<file path="src/fps_pkg.sv">
// shared constants and types of the program/erase suspend sequencer
// assumes a 20 MHz core clock and a serial command interface in mode 0 or 3
package fps_pkg;

	// ==============================================================
	// opcodes and serial framing
	localparam logic [7:0] OP_SUSPEND = 8'hb0;
	localparam logic [7:0] OP_RESUME = 8'hd0;
	localparam logic [3:0] BITS_PER_OPCODE = 4'h8;
	localparam int SECTOR_W = 6;

	// ==============================================================
	// timing: latencies are maxima, so cycle counts round down
	localparam int CLK_PERIOD_NS = 50;
	localparam int SUSPEND_LATENCY_TIME_NS = 20000;
	localparam int RESUME_LATENCY_TIME_NS = 20000;
	localparam int LAT_W = 9;
	// the pin path (three flops, filter, edge detect) eats into the suspend latency,
	// so its cycles come off the count and the limit holds from the select pin itself
	localparam int PIN_PATH_CYC = 8;
	localparam logic [LAT_W-1:0] SUSP_CYC =
		LAT_W'((SUSPEND_LATENCY_TIME_NS / CLK_PERIOD_NS - PIN_PATH_CYC) < 1 ? 1 :
		(SUSPEND_LATENCY_TIME_NS / CLK_PERIOD_NS - PIN_PATH_CYC));
	localparam logic [LAT_W-1:0] RES_CYC =
		LAT_W'((RESUME_LATENCY_TIME_NS / CLK_PERIOD_NS) < 1 ? 1 : (RESUME_LATENCY_TIME_NS / CLK_PERIOD_NS));

	// ==============================================================
	// pin synchroniser lanes and their reset levels
	localparam int PIN_SCK = 0;
	localparam int PIN_CS_N = 1;
	localparam int PIN_SI = 2;
	localparam int PIN_RST_N = 3;
	localparam logic [3:0] PIN_INIT = 4'he;

	// ==============================================================
	// command classes, supplied by the opcode decoder
	typedef enum logic [3:0] {
		CLS_OTHER,
		CLS_READ_ARRAY,
		CLS_READ_BUF,
		CLS_BUF_A_WRITE,
		CLS_BUF_B_WRITE,
		CLS_PROG_NO_ERASE,
		CLS_PROG_ERASE,
		CLS_ERASE,
		CLS_PROT_CHANGE,
		CLS_PROT_READ,
		CLS_STATUS_READ,
		CLS_SW_RESET,
		CLS_SUSPEND,
		CLS_RESUME
	} fps_class_type;

	// kind of erase that the array engine is running
	typedef enum logic [1:0] {
		ERS_PAGE,
		ERS_BLOCK,
		ERS_SECTOR
	} fps_erase_type;

	// program context reported by the array engine
	typedef struct packed {
		logic active;
		logic buf_b;
		logic [SECTOR_W-1:0] sector;
	} fps_prog_type;

	// erase context reported by the array engine
	typedef struct packed {
		logic active;
		fps_erase_type kind;
		logic [SECTOR_W-1:0] sector;
	} fps_erase_ctx_type;

	// status bits seen by status register reads
	typedef struct packed {
		logic ready;
		logic buf_a_prog_suspended;
		logic buf_b_prog_suspended;
		logic erase_suspended_flag;
	} fps_status_type;

endpackage

</file>
<file path="src/fps_pin_sync.sv">
// three-stage synchroniser for the serial pins and the reset pin
// assumes asynchronous inputs; a level is taken once stages two and three agree
module fps_pin_sync
	import fps_pkg::*;
#(
	parameter logic [3:0] INIT = PIN_INIT
) (
	// clock and reset
	input wire logic clk,
	input wire logic reset,
	// raw pins and filtered levels
	input wire logic [3:0] pin_raw,
	output logic [3:0] pin_level
);

	// ==============================================================
	// one lane per pin
	genvar g;
	generate
		for (g = 0; g < 4; g++) begin : lane
			logic s1_reg; // first stage, read only by s2
			logic s2_reg;
			logic s3_reg;
			// shift chain, reset to the pin's idle level
			always_ff @(posedge clk or posedge reset) begin
				if (reset) begin
					s1_reg <= INIT[g];
					s2_reg <= INIT[g];
					s3_reg <= INIT[g];
				end else begin
					s1_reg <= pin_raw[g];
					s2_reg <= s1_reg;
					s3_reg <= s2_reg;
				end
			end
			// accept a change only when two stages agree, filtering a one-cycle glitch
			always_ff @(posedge clk or posedge reset) begin
				if (reset) begin
					pin_level[g] <= INIT[g];
				end else if (s2_reg == s3_reg) begin
					pin_level[g] <= s3_reg;
				end
			end
		end
	endgenerate

endmodule

</file>
<file path="src/fps_suspend.sv">
// program/erase suspend sequencer of a two-buffer serial flash
// assumes an array engine that pauses a context while its hold is high,
// and an opcode decoder that classes the captured opcode in the same cycle

// Notes on behaviour
// - suspend is one opcode byte, rest ignored
// - halt running operation within suspend latency
// - set matching suspend flag, report ready
// - suspension covers only the one sector
// - reads of suspended sector give undefined data
// - continuous read undefined while inside suspended sector
// - program into erase-suspended sector aborts
// - program elsewhere during erase suspend, suspendable
// - reset during sector erase suspend loses whole sector
// - reset during page suspend loses only page
// - array and buffer reads always allowed
// - buffer writes blocked for suspended buffer only
// - program without erase only during erase suspend
// - erasing and with-erase programs refused when suspended
// - protection changes refused, protection read allowed
// - status reads served during suspend
// - resume opcode clears flag, reports busy
// - resume continues program before erase
// - suspend ignored while resume still restarting
module fps_suspend
	import fps_pkg::*;
(
	// clock and reset
	input wire logic clk,
	input wire logic reset,
	// serial pins and hardware reset pin, asynchronous
	input wire logic sck,
	input wire logic cs_n,
	input wire logic si,
	input wire logic reset_pin_n,
	// opcode decoder handshake
	output logic [7:0] opcode,
	output logic opcode_valid,
	input wire fps_class_type cmd_class,
	output logic cmd_permit,
	output logic cmd_permit_valid,
	// array engine contexts
	input wire fps_prog_type prog_ctx,
	input wire fps_erase_ctx_type erase_ctx,
	input wire logic prog_start,
	output logic prog_hold,
	output logic erase_hold,
	output logic prog_abort,
	// abandon pulses after a reset during suspend
	output logic sector_lost,
	output logic page_lost,
	// read address check
	input wire logic [SECTOR_W-1:0] rd_sector,
	output logic rd_undefined,
	// status bits
	output fps_status_type status
);

	// ==============================================================
	// pin synchronisers and edge detection
	logic [3:0] pin_level; // filtered pin levels
	logic sck_prev_reg;
	logic cs_prev_reg;
	logic rst_prev_reg;
	logic sck_rise; // sample point for modes 0 and 3
	logic cs_rise; // end of a command
	logic rst_fall; // hardware reset pin asserted

	fps_pin_sync u_sync (
		.clk(clk),
		.reset(reset),
		.pin_raw({reset_pin_n, si, cs_n, sck}),
		.pin_level(pin_level)
	);

	// previous levels for edge detection
	always_ff @(posedge clk or posedge reset) begin
		if (reset) begin
			sck_prev_reg <= 1'b0;
			cs_prev_reg <= 1'b1;
			rst_prev_reg <= 1'b1;
		end else begin
			sck_prev_reg <= pin_level[PIN_SCK];
			cs_prev_reg <= pin_level[PIN_CS_N];
			rst_prev_reg <= pin_level[PIN_RST_N];
		end
	end

	assign sck_rise = pin_level[PIN_SCK] & ~sck_prev_reg;
	assign cs_rise = pin_level[PIN_CS_N] & ~cs_prev_reg;
	assign rst_fall = ~pin_level[PIN_RST_N] & rst_prev_reg;

	// ==============================================================
	// opcode capture
	logic [3:0] bit_cnt_reg; // saturates once the opcode is in
	logic [7:0] shift_reg;
	fps_class_type class_reg; // class of the current command
	logic have_op_reg; // a full opcode arrived in this frame

	// shift the first byte in; later bytes are ignored, so no address is needed
	always_ff @(posedge clk or posedge reset) begin
		if (reset) begin
			bit_cnt_reg <= 4'h0;
			shift_reg <= 8'h00;
			opcode <= 8'h00;
			opcode_valid <= 1'b0;
		end else begin
			opcode_valid <= 1'b0;
			if (pin_level[PIN_CS_N]) begin
				bit_cnt_reg <= 4'h0;
			end else if (sck_rise && bit_cnt_reg != BITS_PER_OPCODE) begin
				bit_cnt_reg <= bit_cnt_reg + 4'h1;
				shift_reg <= {shift_reg[6:0], pin_level[PIN_SI]};
				if (bit_cnt_reg == BITS_PER_OPCODE - 4'h1) begin
					opcode <= {shift_reg[6:0], pin_level[PIN_SI]};
					opcode_valid <= 1'b1;
				end
			end
		end
	end

	// remember the class until the frame ends
	always_ff @(posedge clk or posedge reset) begin
		if (reset) begin
			class_reg <= CLS_OTHER;
			have_op_reg <= 1'b0;
		end else if (opcode_valid) begin
			class_reg <= (opcode == OP_SUSPEND) ? CLS_SUSPEND :
				(opcode == OP_RESUME) ? CLS_RESUME : cmd_class;
			have_op_reg <= 1'b1;
		end else if (cs_rise) begin
			have_op_reg <= 1'b0;
		end
	end

	// ==============================================================
	// command permission while suspended
	logic any_susp; // some context is suspended
	logic permit_now;

	assign any_susp = status.buf_a_prog_suspended | status.buf_b_prog_suspended |
		status.erase_suspended_flag;

	// table of what stays legal in each suspend state
	always_comb begin
		permit_now = 1'b1;
		if (any_susp) begin
			case (cmd_class)
				CLS_READ_ARRAY, CLS_READ_BUF: permit_now = 1'b1;
				CLS_BUF_A_WRITE: permit_now = ~status.buf_a_prog_suspended;
				CLS_BUF_B_WRITE: permit_now = ~status.buf_b_prog_suspended;
				CLS_PROG_NO_ERASE: permit_now = ~status.buf_a_prog_suspended &
					~status.buf_b_prog_suspended;
				CLS_PROG_ERASE, CLS_ERASE: permit_now = 1'b0;
				CLS_PROT_CHANGE: permit_now = 1'b0;
				CLS_PROT_READ: permit_now = 1'b1;
				CLS_STATUS_READ: permit_now = 1'b1;
				default: permit_now = 1'b1;
			endcase
		end
	end

	// answer one cycle after the opcode; the engine discards refused commands
	always_ff @(posedge clk or posedge reset) begin
		if (reset) begin
			cmd_permit <= 1'b1;
			cmd_permit_valid <= 1'b0;
		end else begin
			cmd_permit_valid <= opcode_valid;
			if (opcode_valid) begin
				cmd_permit <= permit_now;
			end
		end
	end

	// ==============================================================
	// suspend and resume sequencing
	typedef enum logic [1:0] {
		ST_IDLE,
		ST_SUSP_WAIT,
		ST_RES_WAIT
	} fps_state_type;

	fps_state_type state_reg;
	logic [LAT_W-1:0] lat_reg; // latency countdown
	logic target_prog_reg; // context being suspended or resumed
	logic prog_run; // program running and not held
	logic erase_run; // erase running and not held
	logic suspend_cmd;
	logic resume_cmd;
	logic reset_evt; // software reset command or reset pin
	logic [SECTOR_W-1:0] prog_sector_reg; // sector of suspended program
	logic [SECTOR_W-1:0] erase_sector_reg; // sector of suspended erase
	fps_erase_type erase_kind_reg;

	assign prog_run = prog_ctx.active & ~prog_hold;
	assign erase_run = erase_ctx.active & ~erase_hold;
	assign suspend_cmd = cs_rise & have_op_reg & class_reg == CLS_SUSPEND;
	assign resume_cmd = cs_rise & have_op_reg & class_reg == CLS_RESUME;
	assign reset_evt = (cs_rise & have_op_reg & class_reg == CLS_SW_RESET) | rst_fall;

	// state machine; reset abandons any pending step
	always_ff @(posedge clk or posedge reset) begin
		if (reset) begin
			state_reg <= ST_IDLE;
			lat_reg <= '0;
			target_prog_reg <= 1'b0;
		end else if (reset_evt) begin
			state_reg <= ST_IDLE;
		end else begin
			case (state_reg)
				ST_IDLE: begin
					// nothing running means nothing to suspend
					if (suspend_cmd && (prog_run || erase_run)) begin
						state_reg <= ST_SUSP_WAIT;
						lat_reg <= SUSP_CYC;
						target_prog_reg <= prog_run;
					end else if (resume_cmd && any_susp) begin
						state_reg <= ST_RES_WAIT;
						lat_reg <= RES_CYC;
						// program resumes ahead of an erase
						target_prog_reg <= status.buf_a_prog_suspended |
							status.buf_b_prog_suspended;
					end
				end
				ST_SUSP_WAIT: begin
					lat_reg <= lat_reg - 1'b1;
					if (lat_reg == 1) begin
						state_reg <= ST_IDLE;
					end
				end
				ST_RES_WAIT: begin
					// a new suspend here is simply dropped
					lat_reg <= lat_reg - 1'b1;
					if (lat_reg == 1) begin
						state_reg <= ST_IDLE;
					end
				end
				default: state_reg <= ST_IDLE;
			endcase
		end
	end

	logic susp_done; // last cycle of suspend latency
	assign susp_done = state_reg == ST_SUSP_WAIT && lat_reg == 1;

	// holds and flags; the context finishing naturally is not expected mid-wait
	always_ff @(posedge clk or posedge reset) begin
		if (reset) begin
			prog_hold <= 1'b0;
			erase_hold <= 1'b0;
			status.buf_a_prog_suspended <= 1'b0;
			status.buf_b_prog_suspended <= 1'b0;
			status.erase_suspended_flag <= 1'b0;
		end else if (reset_evt) begin
			prog_hold <= 1'b0;
			erase_hold <= 1'b0;
			status.buf_a_prog_suspended <= 1'b0;
			status.buf_b_prog_suspended <= 1'b0;
			status.erase_suspended_flag <= 1'b0;
		end else if (susp_done) begin
			if (target_prog_reg) begin
				prog_hold <= 1'b1;
				status.buf_a_prog_suspended <= ~prog_ctx.buf_b;
				status.buf_b_prog_suspended <= prog_ctx.buf_b;
			end else begin
				erase_hold <= 1'b1;
				status.erase_suspended_flag <= 1'b1;
			end
		end else if (resume_cmd && state_reg == ST_IDLE && any_susp) begin
			if (status.buf_a_prog_suspended || status.buf_b_prog_suspended) begin
				prog_hold <= 1'b0;
				status.buf_a_prog_suspended <= 1'b0;
				status.buf_b_prog_suspended <= 1'b0;
			end else begin
				erase_hold <= 1'b0;
				status.erase_suspended_flag <= 1'b0;
			end
		end
	end

	// remember which sector each suspended context owns
	always_ff @(posedge clk or posedge reset) begin
		if (reset) begin
			prog_sector_reg <= '0;
			erase_sector_reg <= '0;
			erase_kind_reg <= ERS_PAGE;
		end else if (susp_done) begin
			if (target_prog_reg) begin
				prog_sector_reg <= prog_ctx.sector;
			end else begin
				erase_sector_reg <= erase_ctx.sector;
				erase_kind_reg <= erase_ctx.kind;
			end
		end
	end

	// ready while nothing runs and no latency is pending
	always_ff @(posedge clk or posedge reset) begin
		if (reset) begin
			status.ready <= 1'b1;
		end else begin
			status.ready <= ~(prog_run | erase_run) & state_reg == ST_IDLE;
		end
	end

	// ==============================================================
	// reads and programs against suspended sectors
	// re-evaluated every cycle so an incrementing read address follows it
	always_ff @(posedge clk or posedge reset) begin
		if (reset) begin
			rd_undefined <= 1'b0;
		end else begin
			rd_undefined <= (status.erase_suspended_flag && rd_sector == erase_sector_reg) ||
				((status.buf_a_prog_suspended || status.buf_b_prog_suspended) &&
				rd_sector == prog_sector_reg);
		end
	end

	// a program may not start in the sector whose erase is paused
	always_ff @(posedge clk or posedge reset) begin
		if (reset) begin
			prog_abort <= 1'b0;
		end else begin
			prog_abort <= prog_start & status.erase_suspended_flag &
				prog_ctx.sector == erase_sector_reg;
		end
	end

	// ==============================================================
	// damage report when a reset ends a suspension
	// block and page erases touch only their pages, so they report page loss
	always_ff @(posedge clk or posedge reset) begin
		if (reset) begin
			sector_lost <= 1'b0;
			page_lost <= 1'b0;
		end else begin
			sector_lost <= reset_evt & status.erase_suspended_flag &
				erase_kind_reg == ERS_SECTOR;
			page_lost <= reset_evt & (status.buf_a_prog_suspended | status.buf_b_prog_suspended |
				(status.erase_suspended_flag & erase_kind_reg != ERS_SECTOR));
		end
	end

endmodule

</file>
<file path="config.mk">
export PLATFORM = sky130hd
export DESIGN_NAME = fps_suspend
export DESIGN_NICKNAME = d
export VERILOG_FILES = /design/src/fps_pkg.sv /design/src/fps_pin_sync.sv /design/src/fps_suspend.sv
export SDC_FILE = /design/constraint.sdc
export NUM_CORES = 1
export LEC_CHECK = 0
export BUFFER_PORTS_ARGS = -buffer_cell sky130_fd_sc_hd__buf_2
export CAP_MARGIN = 20
export CORE_MARGIN = 3
export CORE_UTILIZATION = 30
export DETAILED_ROUTE_END_ITERATION = 8
export PLACE_DENSITY = 0.49
export SLEW_MARGIN = 40
export SYNTH_ARGS = -nofsm -noshare
export SYNTH_HDL_FRONTEND = slang
export SYNTH_SLANG_ARGS = --single-unit
</file>
<file path="constraint.sdc">
create_clock -name clk -period 3.51 [get_ports clk]
set_input_delay 0.8775 -clock clk [delete_from_list [all_inputs] [get_ports clk]]
set_output_delay 0.8775 -clock clk [all_outputs]
set_load 0.02 [all_outputs]
</file>
==> impl_results.md, run 1 <==
* Routed wire length at 7530 um
* Synth area leaders: dfrtp_1 (44%), dfstp_2 (11%), mux2_2 (7.0%)
* Setup crit end kind: flop
* Max reg flops at 9
* Num CTS Buffers at 9
* Row cnt at 39
* First-pass GRT wire length at 13100 um
* Port Buf Inserts at 54
* Sw Share at 25.0%
* Mapped Cells at 312
* Worst hold slack at 0.346 ns
* Routed length per instance at 14.6 um
* CTS H-tree depth at 3
* Post-synthesis xor/xnor area fraction at 5.23%
* Yosys reg bits at 81
* Post-synth top area cell: dfrtp_1
* Syn Std Cell Area at 3680 um^2
* Synth unique cells at 55
* Die H at 117 um
* Clock Tree Root: clkbuf_16
* Most frequent cells in the layout: dfrtp_1 (65), buf_2 (54), mux2_2 (23)
* Worst Setup Slack, final at 1.05 ns
* Slew headroom at 49.4%
* Worst-path clk slew at 0.06 ns
* Tmin final at 2.46 ns
* Via Count at 2463
* Largest family of logic cells by synthesized area: simple AND/OR/NAND/NOR gates
* Fin. max-slew vios at 0
* Max-cap check violation count at 0
* CP Max Fanout at 16
* Tot GR Track Use at 12.5%
* Core area at 11700 um^2
* Antenna fix cells at 0
* Initial core utilization at 31.4%
* Largest net degree at the start of global routing at 31
* Iteration-0 DRC Markers at 118
* Mux cell area share after synthesis at 11.4%
* Hold Vio Cnt, Final at 0
* CTS tree: built
* Area fraction of the dominant cell type after synthesis at 44.2%
* Synth Area in Simple Gates at 13.2%
* Worst EP required at 3.73 ns
* Initial antenna violation count at 0
* Power Density at 514 nW/um^2
* Hold Crit Class: reg2reg
* Commonest non-fill, non-tap cell in the layout: dfrtp_1
* Area Overhead vs Synth at 17.9%
* Gr ovfl total at 0
* CP Launch Type: flop
* Full die area at 13600 um^2
* Total setup buffers inserted after CTS at 0
* Sequential fraction of the synthesis area at 55.6%
* Tcrit/Tclk final at 70.2%
* EDFF count, synth at 0
* YS warnings at 0
* Gpl congestion at 0.806
* Reg power frac at 50.6%
* Asr flop ratio synth at 100%
* Clock sinks at 81
* Synth Area in Adders at 3.47%
* Slew @ Worst Pin at 0.757 ns
* CP arrival at 2.69 ns
* Final TNS setup at 0 ns
* Die W at 117 um
* Avg Cell Area, Syn at 11.8 um^2
* FF/Latch Area at 2050 um^2
* Switch Pwr at 0.557 mW
* Layout cells sized above 1 at 31.3%
* Top Ports at 55
* Cell Int Power at 1.67 mW
* Mapped Nets at 353
* RSZ-0062 raised after global routing: no
* Post-Layout Cell Count at 514
* Drt drc at 0
* Multi-input gate area at 1510 um^2
* Clk buf depth at 2
* Insertion delay to the later sink of the worst-skew pair at 0.34 ns
* Setup violators final at 0
* Comb power frac at 11.4%
* Final nets at 407
* Clock Skews at 0.00357 ns
* Worst VDD drop at 0.232 mV
* FMAX at 406 MHz
* Status: complete, no violations
* CTS resizes at 0
* Placed cells at 498
* Drt first pass iters at 4
* Clock share of power at 38.1%
* Ys flop type: dfrtp_1
* CTS Hold Bufs at 0
* Synth Area in Compound Gates at 7.58%
* Pre-CTS WS at 1.03 ns
* Vias in the first global route at 2678
* Vias per cell at 4.79
* Fill cell count at 1168
* DP Wirelength at 5370 um
* Crit path kind: reg2reg
* Leak at 2.01 nW
* Post-DRT Antenna Nets at 0
metal layers:
layer  vias up  global-route usage (%)  routed length [um]
met3        13                    4.11                 466
met4         0                    5.96                 151
li1       1199                       -                   -
met2        57                    18.4                3290
met5         -                       0                   0
met1      1194                    16.7                3630
final timing paths:
check | start | cells past startpoint | endpoint | slack [ns]
min | u_sync.lane[0].s1_reg | 0 | u_sync.lane[0].s2_reg | 0.35
min in group asynchronous | reset | 2 | erase_sector_reg[1] | 0.55
max in group asynchronous | reset | 3 | u_sync.pin_level[2] | 2.19
max | u_sync.pin_level[1] | 5 | lat_reg[8] | 1.05
min reg2reg | u_sync.lane[0].s1_reg | 0 | u_sync.lane[0].s2_reg | 0.35
max reg2reg | u_sync.pin_level[1] | 5 | lat_reg[8] | 1.05
power groups by stage:
stage / sequential (mW) / clock, mW / combinational [mW]
after floorplan: 1.12 / 0 / 0.196
after global placement: 1.14 / 0 / 0.252
after detailed placement: 1.14 / 0 / 0.258
after CTS: 1.13 / 0.877 / 0.260
after global routing: 1.15 / 0.923 / 0.285
final: 1.13 / 0.849 / 0.254
stage by stage:
step	utilization [%]	area (um^2)	power (mW)
global placement	34.8	4080	1.39
detailed placement	34.8	4080	1.40
CTS	37.1	4340	2.26
global route	37.1	4340	2.35
floorplan	-	3680	1.31
finish	37.1	4340	2.23
worst max-delay path, stage by stage (launching register included):
cell	delay, ns
dfstp_2	0.61
nand4b_1	0.24
o32a_1	0.57
and4b_1	0.46
or2_2	0.34
o311a_1	0.12
cell usage after synthesis, drive strengths merged (3+ instances only):
master / n
xnor2: 12
inv: 16
xor2: 10
nand3: 9
dfrtp: 65
o21ai: 11
nand2b: 6
ha: 7
maj3: 4
mux2i: 4
nor4: 6
mux2: 31
dfstp: 16
nor3: 6
nand2: 19
nor2: 19
nand4: 5
a21oi: 13
buf: 6
nor4b: 3
clkbuf: 7
final cells by class:
class / count / area share (%)
sequential: 81 / 47.2
multi-input combinational: 202 / 34.7
timing repair buffer: 56 / 6.57
clock buffer: 16 / 6.02
tap: 143 / 4.12
inverter: 16 / 1.41
logic make-up (layout without fill, tap and decap cells):
kind of cell | Yosys count | count (layout)
mux | 35 | 35
buf+inv | 29 | 88
compound gates | 43 | 43
xor+xnor | 22 | 22
fa+ha+maj | 11 | 11
flops | 81 | 81
simple gates | 91 | 91
(Power assumes the default switching activity.)
==> run 2: changes to the inputs <==
ABC_AREA = 1   (was not set)
clock period = 2.3 ns   (was 3.51 ns; I/O delays follow)
==> impl_results.md, run 2 <==
* Status: complete, no violations
* Final TNS setup at 0 ns (unchanged)
* Total setup buffers inserted after CTS at 0 (unchanged)
* Antenna fix cells at 0 (unchanged)
* Power Density at 741 nW/um^2 (+44%)
* Drt drc at 0 (unchanged)
* CP arrival at 2.01 ns (-0.68 ns)
* Worst VDD drop at 0.302 mV (+30%)
* Setup crit end kind: flop
* Top Ports at 55 (unchanged)
* CTS H-tree depth at 3 (unchanged)
* Max-cap check violation count at 0 (unchanged)
* Post-Layout Cell Count at 653 (+27%)
* Setup violators final at 0 (unchanged)
* Clock Tree Root: clkbuf_16
* Via Count at 2865 (+16%)
* Iteration-0 DRC Markers at 191 (+62%)
* Gr ovfl total at 0 (unchanged)
* Clk buf depth at 2 (unchanged)
* CTS Hold Bufs at 0 (unchanged)
* Worst r2r path cells at 9 (+4)
* Post-synth top area cell: dfrtp_1
* Fill cell count at 1282 (+9.8%)
* Mapped Nets at 462 (+31%)
* DP Wirelength at 5730 um (+6.6%)
* Crit path from: bit_cnt_reg[0]
* Placed cells at 637 (+28%)
* Die H at 118 um (+1.4%)
* Leak at 2.27 nW (+13%)
* Area fraction of the dominant cell type after synthesis at 42.9% (-1.3 points)
* Port Buf Inserts at 54 (unchanged)
* Num CTS Buffers at 9 (unchanged)
* Max reg flops at 9 (unchanged)
* CTS tree: built
* Crit path kind: reg2reg
* Commonest non-fill, non-tap cell in the layout: nand2_1
* Tot GR Track Use at 11.6% (-0.87 points)
* Worst hold stages at 1 (+1)
* Full die area at 14000 um^2 (+2.9%)
* EDFF count, synth at 0 (unchanged)
* Synth area leaders: dfrtp_1 (43%), dfstp_2 (11%), nand2_1 (11%)
* CP Launch Type: flop
* Worst EP required at 2.56 ns (-1.17 ns)
* Avg Cell Area, Syn at 9.01 um^2 (-24%)
* Tcrit/Tclk final at 76.2% (+6.0 points)
* Most frequent cells in the layout: nand2_1 (108), dfrtp_1 (65), inv_1 (56)
* Most used standard cell by instance count after synthesis: nand2_1
* Hold Crit Class: in2reg
* Core area at 12200 um^2 (+4.3%)
* Routed length per instance at 12.0 um (-18%)
* Vias in the first global route at 2803 (+4.7%)
* Asr flop ratio synth at 100% (unchanged)
* Mapped Cells at 421 (+35%)
* Die W at 118 um (+1.4%)
* Initial core utilization at 31.1% (-0.37 points)
* CP Max Fanout at 15 (-1)
* Layout cells sized above 1 at 24.1% (-7.1 points)
* Synth unique cells at 37 (-33%)
* First-pass GRT wire length at 13400 um (+2.2%)
* Hold Vio Cnt, Final at 0 (unchanged)
* Synth cell count leaders: nand2_1 (108), dfrtp_1 (65), inv_1 (57)
* Gpl congestion at 0.750 (-6.9%)
* Ys flop type: dfrtp_1
* Largest net degree at the start of global routing at 82 (+160%)
* Row cnt at 40 (+2.6%)
* Clock sinks at 81 (unchanged)
* RSZ-0062 raised after global routing: no
* Worst-path clk slew at 0.06 ns (about the same)
* Initial antenna violation count at 0 (unchanged)
* Final nets at 521 (+28%)
* Area Overhead vs Synth at 21.2%
* RR Startpoint: bit_cnt_reg[0]
* Yosys reg bits at 81 (unchanged)
* Tmin final at 1.75 ns (-0.711 ns)
* FMAX at 571 MHz (+41%)
* CTS resizes at 0 (unchanged)
* YS warnings at 0 (unchanged)
* Insertion delay to the later sink of the worst-skew pair at 0.33 ns (about the same)
* Vias per cell at 4.39 (-8.4%)
* Drt first pass iters at 7 (+3)
* Slew headroom at 71.6% (+22 points)
* Fin. max-slew vios at 0 (unchanged)
* Post-DRT Antenna Nets at 0 (unchanged)
* Syn Std Cell Area at 3790 um^2 (+3.1%)
* Routed wire length at 7800 um (+3.7%)
* Slew @ Worst Pin at 0.426 ns (-0.331 ns)
* Sequential fraction of the synthesis area at 53.9% (-1.6 points)
* Hold Path Origin: si
* Clock Skews at 0.00501 ns (+0.00144 ns)
-- run 2: cell count changes after synthesis, sizes merged, moves of 4 or more --
cell,change
nor2,+11
inv,+43
o21ai,+34
xor2,-6
nand2,+96
nand3,+16
a21oi,-5
mux2,-31
xnor2,-4
clkbuf,-6
nand2b,-6
nor4,-5
nand4,+4
-- run 2: worst max-delay path, stage by stage, from the launching register on --
cell and delay, ns:
dfrtp_1 0.35, inv_1 0.08, ha_1 0.21, nand3_1 0.08, nand2_1 0.10, nor2_4 0.21, inv_2 0.16, nor2_4 0.28
nand2_1 0.12, o21ai_0 0.09
-- run 2: kinds of logic (layout without fill, tap and decap cells) --
group | Yosys count | count (layout) | share of synthesized area, %
xor+xnor | 12 | 12 | 2.77
simple gates | 188 | 188 | 22.8
compound gates | 62 | 62 | 9.46
flops | 81 | 81 | 53.9
mux | 1 | 1 | 0.264
buf+inv | 66 | 130 | 7.35
fa+ha+maj | 11 | 11 | 3.36
-- run 2: per-layer routing --
layer,vias to the layer above,track usage (%),share of wire (%)
met4,0,3.91,1.4
met2,41,17.4,45
li1,1464,-,-
met5,-,0,0
met1,1353,16.4,51
met3,7,3.06,3.2
-- run 2: area by class of cell --
cell class	instances	area, um^2	area share, %
clock buffers	12	300	6.53
inverters	59	225	4.90
well taps	168	210	4.57
flip-flops and latches	81	2050	44.5
multi-input cells	274	1470	31.9
repair buffers	55	290	6.31
clock inverters	4	58.8	1.28
-- run 2: stage by stage --
stage | hold WS (ns) | worst slack, ns | total power, mW | area, um^2 | utilization (%)
2_1_floorplan | 0.331 | 0.814 | 1.70 | 3800 | -
4_1_cts | 0.324 | 0.549 | 3.46 | 4600 | 37.7
3_3_place_gp | 0.333 | 0.620 | 1.77 | 4240 | 34.7
6_report | 0.338 | 0.548 | 3.41 | 4600 | 37.7
3_5_place_dp | 0.340 | 0.564 | 1.78 | 4240 | 34.7
5_1_grt | 0.317 | 0.368 | 3.56 | 4600 | 37.7
-- run 2: power by group --
group          internal (mW)  leakage (nW)  switching [mW]
Clock                   1.05         0.177           0.607
Sequential              1.51         0.965          0.0466
Combinational         0.0713          1.13           0.119
-- run 2: path summary, 6_finish.rpt --
check	end	slack, ns
setup / recovery	opcode[5]	0.55
hold / removal	u_sync.lane[2].s1_reg	0.34
hold reg to reg	u_sync.lane[0].s2_reg	0.35
setup reg to reg	opcode[5]	0.55
min in group asynchronous	opcode[6]	0.36
max in group asynchronous	u_sync.lane[3].s1_reg	1.58
==> run 3: changes to the inputs <==
PLACE_DENSITY = 0.51   (was 0.49)
clock period = 1.5 ns   (was 2.3 ns; I/O delays follow)
==> impl_results.md, run 3 (synthesis results as in run 2) <==
* Max-cap check violation count at 0 (unchanged)
* Commonest non-fill, non-tap cell in the layout: nand2_1
* Tot GR Track Use at 11.8% (+0.13 points)
* Antenna fix cells at 0 (unchanged)
* Vias in the first global route at 2762 (-1.5%)
* Row cnt at 40 (unchanged)
* Via Count at 2994 (+4.5%)
* CTS H-tree depth at 3 (unchanged)
* Sw Share at 22.6% (-0.11 points)
* Worst-path clk slew at 0.06 ns (about the same)
* Worst EP required at 1.77 ns (-0.79 ns)
* R2R setup slack at -0.03 ns (-0.58 ns)
* Fin. max-slew vios at 0 (unchanged)
* Worst Setup Slack, final at -0.0274 ns (-0.575 ns)
* RR Startpoint: lat_reg[1]
* Switch Pwr at 1.16 mW (+50%)
* Worst hold slack at 0.132 ns (-0.206 ns)
* Gr ovfl total at 0 (unchanged)
* Insertion delay to the later sink of the worst-skew pair at 0.34 ns (about the same)
* Clock sinks at 81 (unchanged)
* Top Ports at 55 (unchanged)
* Routed length per instance at 12.1 um (+1.1%)
* CP Max Fanout at 7 (-8)
* Max reg flops at 9 (unchanged)
* Slew headroom at 71.0% (-0.56 points)
* CTS tree: built
* Failing checks: negative setup slack
* Full die area at 14000 um^2 (unchanged)
* CP Launch Type: flop
* Crit-path slowest cell: dfrtp_1
* Num CTS Buffers at 9 (unchanged)
* RSZ-0062 raised after global routing: yes
* Die W at 118 um (unchanged)
* CP arrival at 1.79 ns (-0.22 ns)
* Area Overhead vs Synth at 30.9%
* FMAX at 655 MHz (+15%)
* Hold Path Origin: reset_pin_n
* Clock Tree Root: clkbuf_16
* Hold Vio Cnt, Final at 0 (unchanged)
* Pwr Total at 5.13 mW (+50%)
* Core Util, Final at 40.7% (+3.0 points)
* Leak at 2.45 nW (+7.6%)
* CP Cell Sequence: inv_2 > ha_4 > inv_2 > nor2_1 > nand2_1 > nor2_4 > nand2_4 > nor2_4 > clkbuf_16 > nand2_2 > o21ai_1
* Final nets at 551 (+5.8%)
* Hold Crit Class: in2reg
* Most frequent cells in the layout: nand2_1 (97), dfrtp_1 (64), buf_2 (54)
* DP Wirelength at 5690 um (-0.59%)
* Clock share of power at 46.4% (-2.3 points)
* Post-DRT Antenna Nets at 0 (unchanged)
* Cell Int Power at 3.97 mW (+51%)
* Clock Skews at 0.00708 ns (+0.00207 ns)
* Final TNS setup at -0.0771 ns (-0.0771 ns)
* Gpl congestion at 0.845 (+13%)
* Setup violators final at 6 (+6)
* CP peak stage delay at 0.39 ns (+0.04 ns)
* Port Buf Inserts at 54 (unchanged)
* Drt drc at 0 (unchanged)
* Largest net degree at the start of global routing at 82 (unchanged)
* Routed wire length at 8250 um (+5.8%)
* Slew @ Worst Pin at 0.434 ns (+0.00840 ns)
* Layout cells sized above 1 at 33.4% (+9.3 points)
* Vias per cell at 4.38 (about the same)
* Tcrit/Tclk final at 102% (+26 points)
* Crit path from: lat_reg[1]
* Crit path kind: reg2reg
* Core area at 12200 um^2 (unchanged)
* Worst VDD drop at 0.465 mV (+54%)
* CTS Hold Bufs at 0 (unchanged)
* CP top delay family: simple AND/OR/NAND/NOR gates
* Die H at 118 um (unchanged)
* Setup crit end kind: flop
* Clk buf depth at 2 (unchanged)
* Iteration-0 DRC Markers at 181 (-5.2%)
* Initial core utilization at 31.1% (unchanged)
* Drt first pass iters at 4 (-3)
* First-pass GRT wire length at 13200 um (-1.7%)
* Status: finished with violations
* Number of buffer and inverter stages on the critical path at 3 (+1)
* Power Density at 1030 nW/um^2 (+39%)
* Initial antenna violation count at 0 (unchanged)
* Comb power frac at 7.0% (+1.4 points)
* Reg power frac at 46.6% (+0.9 points)
* Tmin final at 1.53 ns (-0.225 ns)
-- run 3: changes by cell type in the layout (fill, tap and decap cells not counted), moves of 4 or more --
cell     previous run  this run
nand2_4             1         5
inv_1              56        52
o21ai_0            38        29
nand2_1           108        97
o21ai_1             0         6
nand2_2             6        12
buf_4               0        25
-- run 3: layout make-up --
type	instances	area, um^2
Clock inverter	4	76.3
Sequential cell	81	2050
Tap cell	168	210
Fill cell	1243	7240
Timing Repair Buffer	83	534
Inverter	59	230
Multi-Input combinational cell	276	1620
Clock buffer	12	246
-- run 3: path summary, 6_finish.rpt --
path / to / cells past startpoint
min in group asynchronous: class_reg[2] / 3
hold reg to reg: u_sync.lane[0].s2_reg / 0
setup / recovery: erase_sector_reg[1] / 11
hold / removal: u_sync.lane[3].s1_reg / 1
max in group asynchronous: u_sync.lane[1].s1_reg / 3
setup reg to reg: erase_sector_reg[1] / 11
-- run 3: worst register-to-register path: stages, from the launching register on --
cell and delay, ns:
dfrtp_1 0.39, inv_2 0.08, ha_4 0.12, inv_2 0.02, nor2_1 0.07, nand2_1 0.10
nor2_4 0.14, nand2_4 0.08, nor2_4 0.16, clkbuf_16 0.20, nand2_2 0.04, o21ai_1 0.06
-- run 3: power groups by stage --
stage	sequential, mW	combinational (mW)	clock (mW)
6_report	2.39	0.361	2.38
4_1_cts	2.39	0.325	2.46
5_1_grt	2.40	0.411	2.55
2_1_floorplan	2.41	0.187	0
3_3_place_gp	2.42	0.313	0
3_5_place_dp	2.43	0.319	0
-- run 3: per-stage QoR --
step / instances / instance area, um^2 / setup WS, ns
after global placement: 657 / 4400 / -0.0208
final: 683 / 4970 / -0.0274
after CTS: 674 / 4750 / 0.0145
after global routing: 683 / 4970 / -0.136
after detailed placement: 657 / 4400 / -0.0794
after floorplan: 421 / 3800 / 0.0336
-- run 3: what timing repair did --
action	CTS	global route
resized for setup	5	46
setup buffers	0	7
setup endpoints to repair	17	41
gates cloned	1	2
pin swaps	1	10
hold endpoints to repair	0	0
-- run 3: layer usage --
layer	up-vias	GRT usage (%)	routed length, um
met3	12	2.82	313
met4	0	6.73	192
met2	52	16.6	3570
li1	1529	-	-
met5	-	0	0
met1	1401	16.4	4170
